## src/crh_pkg.sv

```systemverilog
package crh_pkg;
   // ************************************************************
   // Record layout
   // ************************************************************
   localparam int BASE_HDR_BYTES = 16;
   localparam int APP_HDR_BYTES = 8;
   localparam int TYPE_MORE_BIT = 7;
   localparam int CODE_W = 7;
   localparam int LEN_W = 16;
   // Record codes.
   localparam logic [6:0] OLD_STYLE_RECORD_CODE = 7'h00;
   localparam logic [6:0] HDLC_POS_CODE = 7'h01;
   localparam logic [6:0] ETHERNET_RECORD_CODE = 7'h02;
   localparam logic [6:0] ATM_CODE = 7'h03;
   localparam logic [6:0] AAL5_CODE = 7'h04;
   localparam logic [6:0] MC_FIRST_CODE = 7'h05;
   localparam logic [6:0] MC_LAST_CODE = 7'h09;
   localparam logic [6:0] COLOUR_HDLC_CODE = 7'h0A;
   localparam logic [6:0] COLOUR_ETH_CODE = 7'h0B;
   localparam logic [6:0] MC_AAL2_CODE = 7'h0C;
   localparam logic [6:0] TCP_FLOW_CODE = 7'h0E;
   localparam logic [6:0] DIST_HDLC_CODE = 7'h0F;
   localparam logic [6:0] DIST_ETH_CODE = 7'h10;
   localparam logic [6:0] COLOUR_MC_HDLC_CODE = 7'h11;
   localparam logic [6:0] AAL2_CODE = 7'h12;
   localparam logic [6:0] HASH_POS_CODE = 7'h13;
   localparam logic [6:0] HASH_ETH_CODE = 7'h14;
   localparam logic [6:0] INFINIBAND_CODE = 7'h15;
   localparam logic [6:0] RAW_LINK_CODE = 7'h18;
   localparam logic [6:0] RSVD_FIRST_CODE = 7'h20;
   localparam logic [6:0] RSVD_LAST_CODE = 7'h2F;
   localparam logic [6:0] PAD_CODE = 7'h30;
   localparam logic [6:0] CLASSIFY_HDR_CODE = 7'h03;
   // Classification header field positions.
   localparam int CH_MORE = 63;
   localparam int CH_TYPE_HI = 62;
   localparam int CH_TYPE_LO = 56;
   localparam int CH_HIT = 55;
   localparam int CH_MULTI = 54;
   localparam int CH_USER_HI = 51;
   localparam int CH_USER_LO = 36;
   localparam int CH_DROP = 34;
   localparam int CH_STREAM_HI = 33;
   localparam int CH_STREAM_LO = 32;
   // Lookup memory word field positions.
   localparam int MW_TAG_HI = 19;
   localparam int MW_TAG_LO = 4;
   localparam int MW_DROP = 2;
   localparam int MW_STREAM_HI = 1;
   localparam int MW_STREAM_LO = 0;
   // Register map.
   localparam logic [11:0] CTRL_ADDR = 12'h000;
   localparam logic [11:0] STATUS_ADDR = 12'h004;
   localparam logic [11:0] COUNT_ADDR = 12'h008;
   localparam int CTRL_SRC_BIT = 0;
   localparam int CTRL_SEQ_BIT = 1;
   localparam int CTRL_XTRA_HI = 5;
   localparam int CTRL_XTRA_LO = 2;
   localparam logic [31:0] CTRL_RESET = 32'h00000002;
   localparam int RLEN_LSB = 16;
endpackage : crh_pkg

```

## src/crh_code_check.sv

```systemverilog
`timescale 1ns/100ps
module crh_code_check
   import crh_pkg::*;
(
   // Code in.
   input wire logic [6:0] code,
   // Classification.
   output logic reserved,
   output logic colour
);
   always_comb
   begin
      reserved = (code >= RSVD_FIRST_CODE) && (code <= RSVD_LAST_CODE);
      colour = (code == COLOUR_HDLC_CODE) || (code == COLOUR_ETH_CODE) ||
               (code == COLOUR_MC_HDLC_CODE) || (code == DIST_HDLC_CODE) ||
               (code == DIST_ETH_CODE) || (code == HASH_POS_CODE) ||
               (code == HASH_ETH_CODE);
   end
endmodule : crh_code_check

```

## src/crh_apb_regs.sv

```systemverilog
`timescale 1ns/100ps
module crh_apb_regs
   import crh_pkg::*;
(
   // Clock and reset.
   input wire logic pclk,
   input wire logic presetn,
   // APB.
   input wire logic psel,
   input wire logic penable,
   input wire logic pwrite,
   input wire logic [11:0] paddr,
   input wire logic [31:0] pwdata,
   output logic [31:0] prdata,
   output logic pready,
   output logic pslverr,
   // Register contents.
   output logic [31:0] ctrl,
   input wire logic [31:0] status,
   input wire logic [31:0] count
);
   typedef struct packed {
      logic [31:0] ctrl;
      logic [31:0] prdata;
      logic pready;
      logic pslverr;
   } crh_regs_type;
   crh_regs_type r;
   crh_regs_type next_r;

   // ************************************************************
   // Single wait state slave.
   // ************************************************************
   always_comb
   begin
      next_r = r;
      next_r.pready = 1'b0;
      next_r.pslverr = 1'b0;
      if (psel && penable && !r.pready)
      begin
         next_r.pready = 1'b1;
         next_r.prdata = 32'h00000000;
         case (paddr)
            CTRL_ADDR:
            begin
               if (pwrite)
                  next_r.ctrl = pwdata;
               else
                  next_r.prdata = r.ctrl;
            end
            STATUS_ADDR: next_r.prdata = pwrite ? 32'h00000000 : status;
            COUNT_ADDR: next_r.prdata = pwrite ? 32'h00000000 : count;
            default: next_r.pslverr = 1'b1;
         endcase
      end
   end

   always_ff @(posedge pclk or negedge presetn)
   begin
      if (!presetn)
         r <= '{ctrl: CTRL_RESET, prdata: 32'h00000000, pready: 1'b0, pslverr: 1'b0};
      else
         r <= next_r;
   end

   assign prdata = r.prdata;
   assign pready = r.pready;
   assign pslverr = r.pslverr;
   assign ctrl = r.ctrl;
endmodule : crh_apb_regs

```

## src/crh_framer.sv

```systemverilog
// Design decisions made here: the APB interface to the registers and the register addresses.
`timescale 1ns/100ps
// Summary of operation
// Type byte bit 7 set when any appended header follows, else clear.
// Low seven type bits hold the record code; InfiniBand uses 21.
// InfiniBand payload equals length minus 16 minus appended header bytes.
// Each appended header is exactly eight bytes long.
// Appended header bit 7 says another appended header follows.
// Classification header has code 3 and is attached to InfiniBand records.
// Record codes follow the fixed code table, padding is 48.
// Codes 10, 11, 17 reuse the loss counter as colour.
// Codes 15, 16 reuse the loss counter as distribution colour.
// Codes 19, 20 are hash balanced coloured records.
// Codes 32 to 47 are never emitted.
// Classification fields come from card metadata or lookup memory.
// Classification: more at 63, code 62:56, hit 55, multi hit 54.
// Classification: user 51:36, drop 34, stream 33:32, sequence 31:0.
// Length field gives whole record bytes to the next record start.
// The last appended header always has its more bit clear.
module crh_framer
   import crh_pkg::*;
#(
   parameter int XTRA_MAX = 15
)
(
   // Clock and reset.
   input wire logic pclk,
   input wire logic presetn,
   // APB.
   input wire logic psel,
   input wire logic penable,
   input wire logic pwrite,
   input wire logic [11:0] paddr,
   input wire logic [31:0] pwdata,
   output logic [31:0] prdata,
   output logic pready,
   output logic pslverr,
   // Record request from the capture front end.
   input wire logic req_valid,
   input wire logic [6:0] req_code,
   input wire logic [15:0] req_payload_len,
   input wire logic [15:0] req_loss_counter_field,
   input wire logic [15:0] req_colour,
   input wire logic req_hit,
   input wire logic req_multi_hit,
   input wire logic [15:0] meta_user,
   input wire logic meta_drop,
   input wire logic [1:0] meta_stream,
   input wire logic [31:0] mem_word,
   input wire logic [31:0] seq_num,
   // Header output, one 64-bit word per cycle.
   output logic hdr_valid,
   output logic [63:0] hdr_data,
   output logic hdr_last,
   output logic req_ready,
   output logic req_refused
);
   typedef enum {IDLE, BASE0, BASE1, XTRA, CLASS} crh_state_type;
   typedef struct packed {
      crh_state_type state;
      logic [6:0] code;
      logic [15:0] rlen;
      logic [15:0] lctr;
      logic [3:0] xtra_left;
      logic [63:0] class_word;
      logic hdr_valid;
      logic [63:0] hdr_data;
      logic hdr_last;
      logic req_ready;
      logic req_refused;
      logic [31:0] records;
      logic [31:0] refused;
      logic [6:0] last_code;
   } crh_frm_type;
   crh_frm_type r;
   crh_frm_type next_r;

   logic [31:0] ctrl;
   logic code_reserved;
   logic code_colour;
   logic is_ib;
   logic [3:0] xtra_cnt;
   logic [4:0] hdr_total;
   logic [63:0] class_word;
   logic [15:0] user_bits;
   logic drop_bit;
   logic [1:0] stream_bits;

   // ************************************************************
   // Register slave and code table.
   // ************************************************************
   crh_apb_regs crh_apb_regs_inst (
      .pclk(pclk),
      .presetn(presetn),
      .psel(psel),
      .penable(penable),
      .pwrite(pwrite),
      .paddr(paddr),
      .pwdata(pwdata),
      .prdata(prdata),
      .pready(pready),
      .pslverr(pslverr),
      .ctrl(ctrl),
      .status({r.refused[15:0], 9'h000, r.last_code}),
      .count(r.records)
   );

   crh_code_check crh_code_check_inst (
      .code(req_code),
      .reserved(code_reserved),
      .colour(code_colour)
   );

   // ************************************************************
   // Header assembly.
   // ************************************************************
   always_comb
   begin
      is_ib = (req_code == INFINIBAND_CODE);
      xtra_cnt = ctrl[CTRL_XTRA_HI:CTRL_XTRA_LO];
      if (xtra_cnt > 4'(XTRA_MAX))
         xtra_cnt = 4'(XTRA_MAX);
      hdr_total = 5'(xtra_cnt) + (is_ib ? 5'h01 : 5'h00);
      // Classification source selected by software; the lookup word
      // wins only when the search actually hit, otherwise metadata.
      if (ctrl[CTRL_SRC_BIT] && req_hit)
      begin
         user_bits = mem_word[MW_TAG_HI:MW_TAG_LO];
         drop_bit = mem_word[MW_DROP];
         stream_bits = mem_word[MW_STREAM_HI:MW_STREAM_LO];
      end
      else
      begin
         user_bits = meta_user;
         drop_bit = meta_drop;
         stream_bits = meta_stream;
      end
      class_word = 64'h0000000000000000;
      class_word[CH_MORE] = 1'b0;
      class_word[CH_TYPE_HI:CH_TYPE_LO] = CLASSIFY_HDR_CODE;
      class_word[CH_HIT] = req_hit;
      class_word[CH_MULTI] = req_multi_hit;
      class_word[CH_USER_HI:CH_USER_LO] = user_bits;
      class_word[CH_DROP] = drop_bit;
      class_word[CH_STREAM_HI:CH_STREAM_LO] = stream_bits;
      class_word[31:0] = ctrl[CTRL_SEQ_BIT] ? seq_num : 32'h00000000;

      next_r = r;
      next_r.hdr_valid = 1'b0;
      next_r.hdr_last = 1'b0;
      next_r.req_refused = 1'b0;
      case (r.state)
         IDLE:
         begin
            next_r.req_ready = 1'b1;
            if (req_valid && r.req_ready)
            begin
               next_r.req_ready = 1'b0;
               if (code_reserved)
               begin
                  next_r.req_refused = 1'b1;
                  next_r.refused = r.refused + 32'h00000001;
               end
               else
               begin
                  next_r.state = BASE0;
                  next_r.code = req_code;
                  next_r.xtra_left = xtra_cnt;
                  next_r.class_word = class_word;
                  next_r.class_word[CH_MORE] = 1'b0;
                  // Length covers base, every appended header and payload.
                  next_r.rlen = 16'(BASE_HDR_BYTES) + 16'(APP_HDR_BYTES) * 16'(hdr_total)
                                + req_payload_len;
                  next_r.lctr = code_colour ? req_colour : req_loss_counter_field;
               end
            end
         end
         BASE0:
         begin
            // Word 0 carries the type byte in its low byte.
            next_r.hdr_valid = 1'b1;
            next_r.hdr_data = 64'h0000000000000000;
            next_r.hdr_data[CODE_W-1:0] = r.code;
            next_r.hdr_data[TYPE_MORE_BIT] = (r.xtra_left != 4'h0) ||
                                            (r.code == INFINIBAND_CODE);
            next_r.state = BASE1;
         end
         BASE1:
         begin
            next_r.hdr_valid = 1'b1;
            next_r.hdr_data = 64'h0000000000000000;
            next_r.hdr_data[RLEN_LSB +: LEN_W] = r.rlen;
            next_r.hdr_data[LEN_W-1:0] = r.lctr;
            if (r.xtra_left != 4'h0)
               next_r.state = XTRA;
            else if (r.code == INFINIBAND_CODE)
               next_r.state = CLASS;
            else
            begin
               next_r.hdr_last = 1'b1;
               next_r.state = IDLE;
            end
         end
         XTRA:
         begin
            // Padding headers of code 0 that carry only the chain bit.
            next_r.hdr_valid = 1'b1;
            next_r.hdr_data = 64'h0000000000000000;
            next_r.xtra_left = r.xtra_left - 4'h1;
            next_r.hdr_data[CH_MORE] = (r.xtra_left != 4'h1) ||
                                       (r.code == INFINIBAND_CODE);
            if (r.xtra_left != 4'h1)
               next_r.state = XTRA;
            else if (r.code == INFINIBAND_CODE)
               next_r.state = CLASS;
            else
            begin
               next_r.hdr_last = 1'b1;
               next_r.state = IDLE;
            end
         end
         CLASS:
         begin
            next_r.hdr_valid = 1'b1;
            next_r.hdr_data = r.class_word;
            next_r.hdr_last = 1'b1;
            next_r.state = IDLE;
         end
         default: next_r.state = IDLE;
      endcase
      if (next_r.hdr_last)
      begin
         next_r.records = r.records + 32'h00000001;
         next_r.last_code = r.code;
      end
   end

   // ************************************************************
   // State register.
   // ************************************************************
   always_ff @(posedge pclk or negedge presetn)
   begin
      if (!presetn)
      begin
         r <= '0;
         r.state <= IDLE;
      end
      else
         r <= next_r;
   end

   // ************************************************************
   // Outputs, all taken straight from the state register.
   // ************************************************************
   assign hdr_valid = r.hdr_valid;
   assign hdr_data = r.hdr_data;
   assign hdr_last = r.hdr_last;
   assign req_ready = r.req_ready;
   assign req_refused = r.req_refused;
endmodule : crh_framer

```

## config.mk

```make
export PLATFORM = sky130hd
export DESIGN_NAME = crh_framer
export DESIGN_NICKNAME = d
export VERILOG_FILES = /design/src/crh_pkg.sv /design/src/crh_code_check.sv /design/src/crh_apb_regs.sv /design/src/crh_framer.sv
export SDC_FILE = /design/constraint.sdc
export NUM_CORES = 1
export LEC_CHECK = 0
export BUFFER_PORTS_ARGS = -buffer_cell sky130_fd_sc_hd__buf_2
export CAP_MARGIN = 20
export CORE_MARGIN = 1
export CORE_UTILIZATION = 47
export CTS_CLUSTER_SIZE = 14
export DETAILED_ROUTE_END_ITERATION = 7
export PLACE_DENSITY = 0.78
export SETUP_SLACK_MARGIN = 0.3
export SLEW_MARGIN = 10
export SYNTH_ARGS = -nofsm -noshare
export SYNTH_HDL_FRONTEND = slang
export SYNTH_SLANG_ARGS = --single-unit
```

## constraint.sdc

```tcl
create_clock -name pclk -period 4.2 [get_ports pclk]
set_input_delay 0.63 -clock pclk [delete_from_list [all_inputs] [get_ports pclk]]
set_output_delay 0.63 -clock pclk [all_outputs]
set_load 0.1 [all_outputs]
```

Yosys cells after proc, flatten, opt, wreduce, memory -nomap -nowiden --
Cells that the tools add are included.
Operators by class: $add $sub $neg 6, equality and inequality tests 18, reduce and logical (&&, ||, !) cells 25, muxes and demuxes 28, $lt $le $gt $ge 3, bitwise gates (word level) 1
Operators with widths (number):
- 139-bit two-way mux | 2
- 65-bit case mux with 4 select lines | 1
- 32-bit two-way mux | 6
- 32-bit case mux with 4 select lines | 1
- 32-bit case mux with 3 select lines | 1
- 32-bit by 1-bit adder with 32-bit output, second input constant | 2
- 32-bit by 2-bit == test with 1-bit output, second input constant | 2
- 7-bit by 5-bit == test with 1-bit output, second input constant | 6
- 32-bit by 1-bit == test with 1-bit output, second input constant | 1
- 32-bit by 3-bit == test with 1-bit output, second input constant | 1
- 32-bit logical NOT | 1
- 16-bit two-way mux | 2
- 7-bit by 4-bit == test with 1-bit output, second input constant | 3
- 9-bit by 16-bit adder with 16-bit output | 1
- 12-bit by 3-bit == test with 1-bit output, second input constant | 1
- 12-bit by 4-bit == test with 1-bit output, second input constant | 1
- 12-bit logical NOT | 1
- 3-bit AND reduction | 4
- 5-bit by 8-bit adder with 9-bit output, first input constant | 1
- 1-bit logical OR | 8
- 1-bit two-way mux | 8
- 4-bit case mux with 2 select lines | 1
- 4-bit nonzero test | 2
- 7-bit by 6-bit >= comparator with 1-bit output, second input constant | 1
- 16 further kinds | 23
Storage, ports and cells: bits in registers 334, bits of input ports 190, output and inout port bits 102, logic and storage cells 99

Logic depth before layout (Yosys ltp) --
Gate-level depths: netlist of the first run.
word-level depth 11, gate-level depth with buffers 15, depth with buffers taken out 15

Cells and area by module --
A second synthesis of the first run with hierarchy kept.
Second synthesis, totals: cell total of the unflattened synthesis 1407, area, all modules 14361.3 um^2
By module, submodules not included:
- crh_framer | times used 1, cells an instance 1161, area each 11133.2 um^2, seq. area each 5355.1 um^2
- crh_apb_regs | times used 1, cells an instance 240, area each 3175.5 um^2, seq. area each 1652.8 um^2
- crh_code_check | times used 1, cells an instance 6, area each 52.6 um^2, seq. area each 0.0 um^2

Least setup slack after synthesis of the first run --
No wires, ideal clock.
kind input to register, from in req_code[3], to reg r[235] (netlist name), required time 4.117 ns, stages 15, library setup time 0.083 ns, buffers on the path 0, arrival time 3.028 ns, setup slack 1.089 ns, path through nand2b_1 nor4_1 ha_1 ha_1 inv_1 ha_1 inv_1 ha_1 inv_1 fa_1 nor2b_1 o31a_1 o2111ai_1 xor2_1 o21ai_0
Between the ends: cells in the longest elaborated chain, start to end 5, elaborated cells between the ends (all ways) 10, those cells by class add/sub (3); order compare (2); eq/ne (1); mux (1); bitwise (1); reduce/logical (2)
Ends and longest elaborated chain:
- start: declaration | line crh_framer.sv:40 | input wire logic [6:0] req_code,
- 7-bit by 5-bit == test with 1-bit output | line crh_framer.sv:119 | is_ib = (req_code == INFINIBAND_CODE);
- 1-bit two-way mux | line crh_framer.sv:123 | hdr_total = 5'(xtra_cnt) + (is_ib ? 5'h01 : 5'h00);
- 4-bit by 1-bit adder with 5-bit output | line crh_framer.sv:123
- 5-bit by 8-bit adder with 9-bit output | line crh_framer.sv:172 | next_r.rlen = 16'(BASE_HDR_BYTES) + 16'(APP_HDR_BYTES) * 16'(hdr_total)
- 9-bit by 16-bit adder with 16-bit output | line crh_framer.sv:173 | + req_payload_len;
- end signal: assignment | line crh_framer.sv:249 | r <= next_r;
- end: declaration | line crh_framer.sv:75 | crh_frm_type r;
Parallel ways exist; a longest one is shown, timed or not. A chain may end at the register's enable or synchronous reset.

Worst setup path in the final report of the first run --
Same ends and word-level chain as after synthesis.

==> metrics.csv, run 1 <==
stage,metric,value,unit
sta,worst_pin_slew,1110,ps
layout,instances_no_fill,2018,
job,drv_cap,0,
worst_setup_path,cp_data_arrival_time,3410,ps
cts,post_cts_buffers,0,
grt,grt_max_degree,122,
routing,ant_nets,0,
grt,antenna_found_initial,10,
grt,grt_overflow_total,0,
worst_setup_path,cp.required,4660,ps
routing,vias,11000,
synthesis,ys_warn_count,0,
cts,holdBufCountCts,0,
cts,root_buffer,clkbuf_16,
layout,num-nets-final,1816,
sta,fmax,340,MHz
sta,finalCritPeriodShare,70.1,%
floorplanning,pin_count,292,
cts,clock_latency,540,ps
floorplanning,fp.coreArea,29000,um2
synthesis,ys.flop_type,dfrtp_1,
worst_setup_path,critPathKind,in2reg,
layout,final_core_util,55.6,%
synthesis,synth_commonest_cells,"nand2_1 (315), dfrtp_1 (279), o21ai_0 (144)",
synthesis,synth-edff-count,0,
synthesis,synth_largest_area_cell,dfrtp_1,
cts,cts_made_buffers,31,
placement,place_ws,724,ps
sta,setup_viol,0,
sta,min_period,2940,ps
cts,tritoncts,built,
cts,cts_buffer_depth,3,
placement,post-place-cells,1957,
worst_hold_path,hold_path_class,in2async,
power_and_ir_drop,cellPowerDensity,561,nW/um2
worst_setup_path,path_cells,buf_2 > nand2b_1 > nor4_1 > ha_1 > ha_1 > inv_1 > ha_1 > inv_1 > ha_1 > inv_1 > fa_1 > nor2b_1 > o31a_1 > o2111ai_1 > xor2_1 > o21ai_0,
worst_setup_path,path_delay_family,adder cells,
routing,drtPass1Iterations,5,
worst_setup_path,cp_num_buf_inv,4,
worst_setup_path,crit_path_end_kind,register,
synthesis,async_flop_share,100,%
floorplanning,placementRows,62,
floorplanning,die_h,174,um
placement,post-dp-hpwl,23800,um
synthesis,seq_area_frac_synth,50.1,%
synthesis,synthTopCellsByArea,"dfrtp_1 (50%), nand2_1 (8.5%), mux2i_1 (6.4%)",
sta,tns,0,ps
cts,cts.htree.levels,1,
routing,routedWlPerCell,17.3,um
synthesis,synth_top_area_share,49.9,%
synthesis,syn_inst,1434,
synthesis,avgSynthCellArea,9.75,um2
worst_setup_path,start_kind,input port,
sta,hold_viol,0,
synthesis,syn_area,14000,um2
worst_setup_path,worst_path_most_repeated_cell,ha_1,
grt,grt_pass1_vias,10900,
grt,grt_pass1_wl,56600,um
routing,detail_route.wirelength,34900,um
sta,setup_ws,1260,ps
sta,rsz0062_at_grt,no,
routing,drt-initial-drc-count,826,
layout,drive_gt1_share,22.0,%
placement,place.gp.congestion,0.869,
layout,nFillCells,2576,
sta,slew_viol_final,0,
synthesis,yosysUniqueCellTypes,59,
worst_setup_path,slowest_delay,410,ps
grt,grtUsageTotal,23.0,%
power_and_ir_drop,power.total,9.06,mW
worst_setup_path,crit_fanout,4,
sta,finClkSkew,14.2,ps
status,status,"complete, no violations",
routing,vias_per_cell,5.43,
cts,path_clk_slew,60,ps
power_and_ir_drop,p_leak,7.99,nW
synthesis,ys_seq_elements,280,
floorplanning,die_area,30400,um2
cts,clock_sinks,280,
worst_setup_path,critPathSlowestCell,fa_1,
cts,cts_resized,0,
routing,post-route-drc-count,0,
sta,slew_headroom,26.0,%
power_and_ir_drop,ir_worst_vdd,0.000422,V
layout,synthToLayoutAreaGrowth,15.5,%
synthesis,yosysMostFrequentCell,nand2_1,
floorplanning,dieWidth,174,um
floorplanning,start_util,48.2,%
placement,port_buffers,270,
==> layer usage <==
layer	up-vias	share of wire, %	global-route usage (%)	routed length, um
met5	-	0.037	0	13
met4	2	2.8	7.60	982
met3	59	5.6	3.57	1960
met2	338	48	37.8	16600
met1	5331	44	31.2	15300
li1	5237	-	-	-
==> power by group <==
part	leakage, nW	total [mW]	switching [mW]	internal [mW]
combinational	3.80	2.84	2.09	0.754
clock	0.448	2.49	1.04	1.45
sequential	3.74	3.73	0.523	3.20
total	7.99	9.06	3.65	5.41
==> cell families after synthesis <==
group / Yosys count / synth area share [%]
AND/OR/NAND/NOR: 496 / 15.5
adder cells (fa/ha/maj): 18 / 1.66
flip-flops: 280 / 50.1
XOR/XNOR: 58 / 3.63
multiplexers: 131 / 9.76
AO/OA/AOI/OAI: 280 / 12.6
buffers and inverters: 170 / 6.66
other: 1 / 0.0268
==> path summary, 6_finish.rpt <==
path / from / to / slack (ps) / cells after the start
max: req_code[3] / r[235]$_DFFE_PN0P_ / 1260 / 16
min: presetn / hdr_data[41]$_DFFE_PN0P_ / 130 / 1
max reg2reg: crh_apb_regs_inst.ctrl[2]$_DFFE_PN0P_ / r[235]$_DFFE_PN0P_ / 1320 / 13
min reg2reg: crh_apb_regs_inst.prdata[1]$_DFFE_PN0P_ / crh_apb_regs_inst.prdata[1]$_DFFE_PN0P_ / 470 / 2
max in group asynchronous: presetn / r[242]$_DFFE_PN0P_ / 3020 / 2
min in group pclk: req_payload_len[1] / r[224]$_DFFE_PN0P_ / 280 / 3
==> placed cells by master, fill, tap and decap left out, types with 3 or more instances in the layout <==
master,Yosys,layout
a211oi_1,3,3
a21oi_1,36,36
a221o_1,24,24
a22o_1,37,37
a22oi_1,17,17
and2_1,6,6
and3_1,12,12
and4_1,6,6
buf_12,0,4
buf_2,21,269
buf_4,65,11
buf_8,0,3
clkbuf_1,56,9
clkbuf_16,0,31
clkbuf_8,0,3
clkinv_2,0,4
conb_1,1,8
dfrtp_1,279,277
diode_2,0,9
ha_1,17,17
inv_1,17,17
mux2_1,30,30
mux2_2,12,12
mux2i_1,89,89
nand2_1,315,315
nand2b_1,4,4
nand3_1,22,21
nand4_1,15,15
nand4b_1,6,6
nor2_1,81,79
nor2b_1,6,6
nor3_1,5,5
nor3b_1,3,3
nor4_2,3,3
o211ai_1,3,3
o21ai_0,144,144
xnor2_1,40,40
xor2_1,18,18
==> registers in the layout, summed over array words and instances (netlist names) <==
register / flops
crh_apb_regs_inst.ctrl: 32
req_refused: 1
crh_apb_regs_inst.pready: 1
hdr_last: 1
crh_apb_regs_inst.pslverr: 1
req_ready: 1
r: 155
hdr_valid: 1
crh_apb_regs_inst.prdata: 32
hdr_data: 55
==> final cells by class <==
class	instances	area, um2	area share [%]
multi-input cells	991	6090	37.7
clock buffers	43	851	5.27
well taps	384	480	2.98
flip-flops and latches	280	7010	43.4
inverters	17	63.8	0.395
clock inverters	7	66.3	0.411
diodes	9	22.5	0.140
repair buffers	287	1550	9.63
==> metrics by stage <==
| step | area, um2 | hold slack [ps] |
|---|---|---|
| finish | 16100 | 135 |
| global route | 16100 | 224 |
| CTS | 16100 | 214 |
| detailed placement | 15200 | 462 |
| global placement | 15200 | 451 |
| floorplan | 14000 | 334 |
Power figures use the tool's default switching activity.
==> run 2: changes to the inputs <==
--- a/config.mk
+++ b/config.mk
@@ -11,7 +11,7 @@
 export CORE_UTILIZATION = 47
 export CTS_CLUSTER_SIZE = 14
 export DETAILED_ROUTE_END_ITERATION = 7
-export PLACE_DENSITY = 0.78
+export PLACE_DENSITY = 0.81
 export SETUP_SLACK_MARGIN = 0.3
 export SLEW_MARGIN = 10
 export SYNTH_ARGS = -nofsm -noshare
==> constraint.sdc (replaced) <==
create_clock -name pclk -period 2.6 [get_ports pclk]
set_input_delay 0.39 -clock pclk [delete_from_list [all_inputs] [get_ports pclk]]
set_output_delay 0.39 -clock pclk [all_outputs]
set_load 0.1 [all_outputs]
==> run 2 against run 1 <==
The run now ends with setup timing left. Sequential share of layout area fell by 1.7 points. Design area grew 4.2%. Cell count is 1.8% higher. Register-to-register slack worse by 1300 ps. Power is 70% higher. Clock power is 84% higher. Critical path type unchanged. Critical endpoint unchanged.
==> metrics.csv, run 2 (synthesis gave the netlist of run 1 again) <==
stage,metric,value,unit,change
routing,drt-initial-drc-count,795,,-3.8%
sta,min_period,2630,ps,
sta,finalCritPeriodShare,101,%,
grt,grt_max_degree,99,,-19%
placement,post-dp-hpwl,24400,um,+2.4%
grt,grtUsageTotal,23.6,%,+0.55 points
routing,ant_nets,0,,unchanged
cts,cts_made_buffers,30,,-3.2%
job,drv_cap,0,,unchanged
power_and_ir_drop,p_int,9.30,mW,+72%
grt,grt_overflow_total,0,,unchanged
floorplanning,die_area,30400,um2,unchanged
routing,vias_per_cell,5.53,,+1.7%
floorplanning,fp.coreArea,29000,um2,unchanged
sta,setup_viol,3,,+3
sta,setup_ws,-28.2,ps,-1280 ps
placement,port_buffers,270,,unchanged
routing,vias,11400,,+3.6%
floorplanning,placementRows,62,,unchanged
routing,drtPass1Iterations,5,,unchanged
sta,fmax,380,MHz,
floorplanning,start_util,48.2,%,unchanged
placement,place.gp.congestion,0.851,,-2.0%
worst_setup_path,reg2reg_depth,11,,-2
worst_hold_path,hold_depth,3,,
cts,tritoncts,built,,
floorplanning,die_h,174,um,unchanged
sta,slew_viol_final,0,,unchanged
worst_setup_path,slowest_delay,370,ps,-40 ps
power_and_ir_drop,p_comb_share,31.8,%,+0.4 points
cts,clock_latency,560,ps,+20 ps
sta,tns,-62.3,ps,-62.3 ps
sta,finClkSkew,9.52,ps,-4.69 ps
cts,cts_buffer_depth,3,,unchanged
worst_setup_path,worst_path_most_repeated_cell,ha_4,,
cts,path_clk_slew,60,ps,about the same
power_and_ir_drop,power.switching,6.05,mW,+66%
layout,synthToLayoutAreaGrowth,20.3,%,
placement,post-place-cells,1991,,+1.7%
worst_setup_path,cp.required,3030,ps,-1630 ps
power_and_ir_drop,clkPwrFrac,29.8,%,+2.3 points
worst_setup_path,critPathSlowestCell,fa_2,,
worst_setup_path,start_kind,input port,,
sta,worst_pin_slew,715,ps,-391 ps
worst_setup_path,critPathKind,in2reg,,
worst_setup_path,cp_data_arrival_time,3060,ps,-350 ps
cts,clock_sinks,280,,unchanged
worst_hold_path,hold_path_class,in2reg,,
layout,largest_reg_flops,155,,unchanged
layout,num-nets-final,1852,,+2.0%
worst_setup_path,path_cells,buf_6 > nand3b_1 > nor4_4 > ha_4 > ha_4 > inv_2 > ha_4 > inv_2 > ha_4 > inv_2 > fa_2 > nor2b_4 > o31a_1 > o2111ai_2 > xor2_1 > o21ai_1,,
power_and_ir_drop,switching_share,39.4,%,-0.86 points
grt,grt_pass1_wl,58100,um,+2.6%
routing,detail_route.wirelength,36200,um,+3.9%
layout,drive_gt1_share,25.5,%,+3.5 points
floorplanning,dieWidth,174,um,unchanged
power_and_ir_drop,p_leak,8.29,nW,+3.8%
cts,cts.htree.levels,1,,unchanged
layout,instances_no_fill,2055,,+1.8%
status,status,"finished, violations left",,
power_and_ir_drop,ir_worst_vdd,0.000574,V,+36%
layout,final_common_cell,nand2_1,,
layout,regMostFlops,r,,
floorplanning,pin_count,292,,unchanged
worst_hold_path,hold-path-endpoint,r[193]$_DFFE_PN0P_,,
status,violations,setup timing,,
worst_setup_path,regToRegSetupSlack,0,ps,-1320 ps
power_and_ir_drop,cellPowerDensity,913,nW/um2,+63%
sta,rsz0062_at_grt,yes,,
cts,root_buffer,clkbuf_16,,
grt,grt_pass1_vias,11500,,+5.3%
power_and_ir_drop,seqPwrFrac,38.4,%,-2.7 points
layout,mostFrequentLayoutCells,"nand2_1 (315), dfrtp_1 (278), buf_2 (268), o21ai_0 (134), mux2i_1 (89)",,
worst_setup_path,reg2reg_from,crh_apb_regs_inst.ctrl[2]$_DFFE_PN0P_,,
worst_setup_path,crit_fanout,4,,unchanged
layout,nFillCells,2484,,-3.6%
routing,routedWlPerCell,17.6,um,+2.1%
grt,antenna_found_initial,7,,-3
worst_setup_path,crit_path_end_kind,register,,
worst_setup_path,reg2reg_to,r[235]$_DFFE_PN0P_,,
sta,hold_viol,0,,unchanged
routing,post-route-drc-count,0,,unchanged
worst_hold_path,min-delay-start,req_multi_hit,,
sta,slew_headroom,52.3,%,+26 points
-- run 2: cell types whose count changed in the layout (fill, tap and decap cells not counted), sizes merged --
| cell | delta |
|---|---|
| dlygate4sd3 | +1 |
| bufinv | +3 |
| clkinv | -1 |
| buf | +36 |
| clkbuf | +3 |
| diode | -5 |
-- run 2: area by class of cell --
class	count	area (um2)	share of cell area [%]
multi-input combinational	991	6290	37.4
antenna	4	10.0	0.0595
clock inverter	9	148	0.878
tap	384	480	2.86
inverter	17	63.8	0.380
timing repair buffer	324	1890	11.2
clock buffer	46	922	5.48
sequential	280	7010	41.7
-- run 2: power by group through the flow --
| stage | registers, mW | logic [mW] | clock network, mW |
|---|---|---|---|
| 5_1_grt | 6.00 | 5.22 | 4.84 |
| 4_1_cts | 5.88 | 4.88 | 4.64 |
| 2_1_floorplan | 5.82 | 3.98 | 0 |
| 3_5_place_dp | 5.94 | 4.83 | 0 |
| 3_3_place_gp | 5.90 | 4.72 | 0 |
| 6_report | 5.90 | 4.88 | 4.57 |
-- run 2: metrics by stage --
stage | hold WS [ps] | cell area [um2] | total power, mW | utilization (%) | setup WS [ps]
3_5_place_dp | 345 | 15500 | 10.8 | 53.6 | -750
6_report | 30.0 | 16800 | 15.4 | 58.0 | -28.2
5_1_grt | 24.0 | 16800 | 16.1 | 58.0 | -153
3_3_place_gp | 342 | 15500 | 10.6 | 53.6 | -561
4_1_cts | 15.5 | 16700 | 15.4 | 57.5 | -96.3
2_1_floorplan | 94.4 | 14100 | 9.80 | - | -265
-- run 2: worst max path at each step --
stage / startpoint / endpoint / slack, ps / cells past startpoint
detailed placement: req_code[1] / r[237]$_DFFE_PN0P_ / -750 / 16
global route: req_code[1] / r[233]$_DFFE_PN0P_ / -150 / 14
global placement: req_code[1] / r[237]$_DFFE_PN0P_ / -560 / 16
floorplan: req_code[3] / r[237]$_DFFE_PN0P_ / -270 / 15
CTS: req_code[1] / r[235]$_DFFE_PN0P_ / -100 / 16
finish: req_code[1] / r[235]$_DFFE_PN0P_ / -30 / 16
-- run 2: layer usage --
metal | global-route usage (%) | part of all wire, %
met1 | 30.9 | 42
met2 | 38.4 | 48
met3 | 3.89 | 5.6
met4 | 10.9 | 4.1
met5 | 0 | 0.074
-- run 2: repair_timing --
action | CTS | global route
pin swaps | 17 | 14
resized for setup | 8 | 15
hold endpoints to repair | 49 | 0
hold buffers | 1 | 0
cloned | 0 | 0
setup buffers | 1 | 3
setup endpoints to repair | 8 | 45
-- run 2: critical path, delay by kind of cell --
kind / cells / cell delay, ps
xor gates and xnor gates: 1 / 160
and+or+nand+nor: 3 / 720
adders and majority gates: 5 / 1100
buffers and inverters: 4 / 240
AOI/OAI and AO/OA: 3 / 430
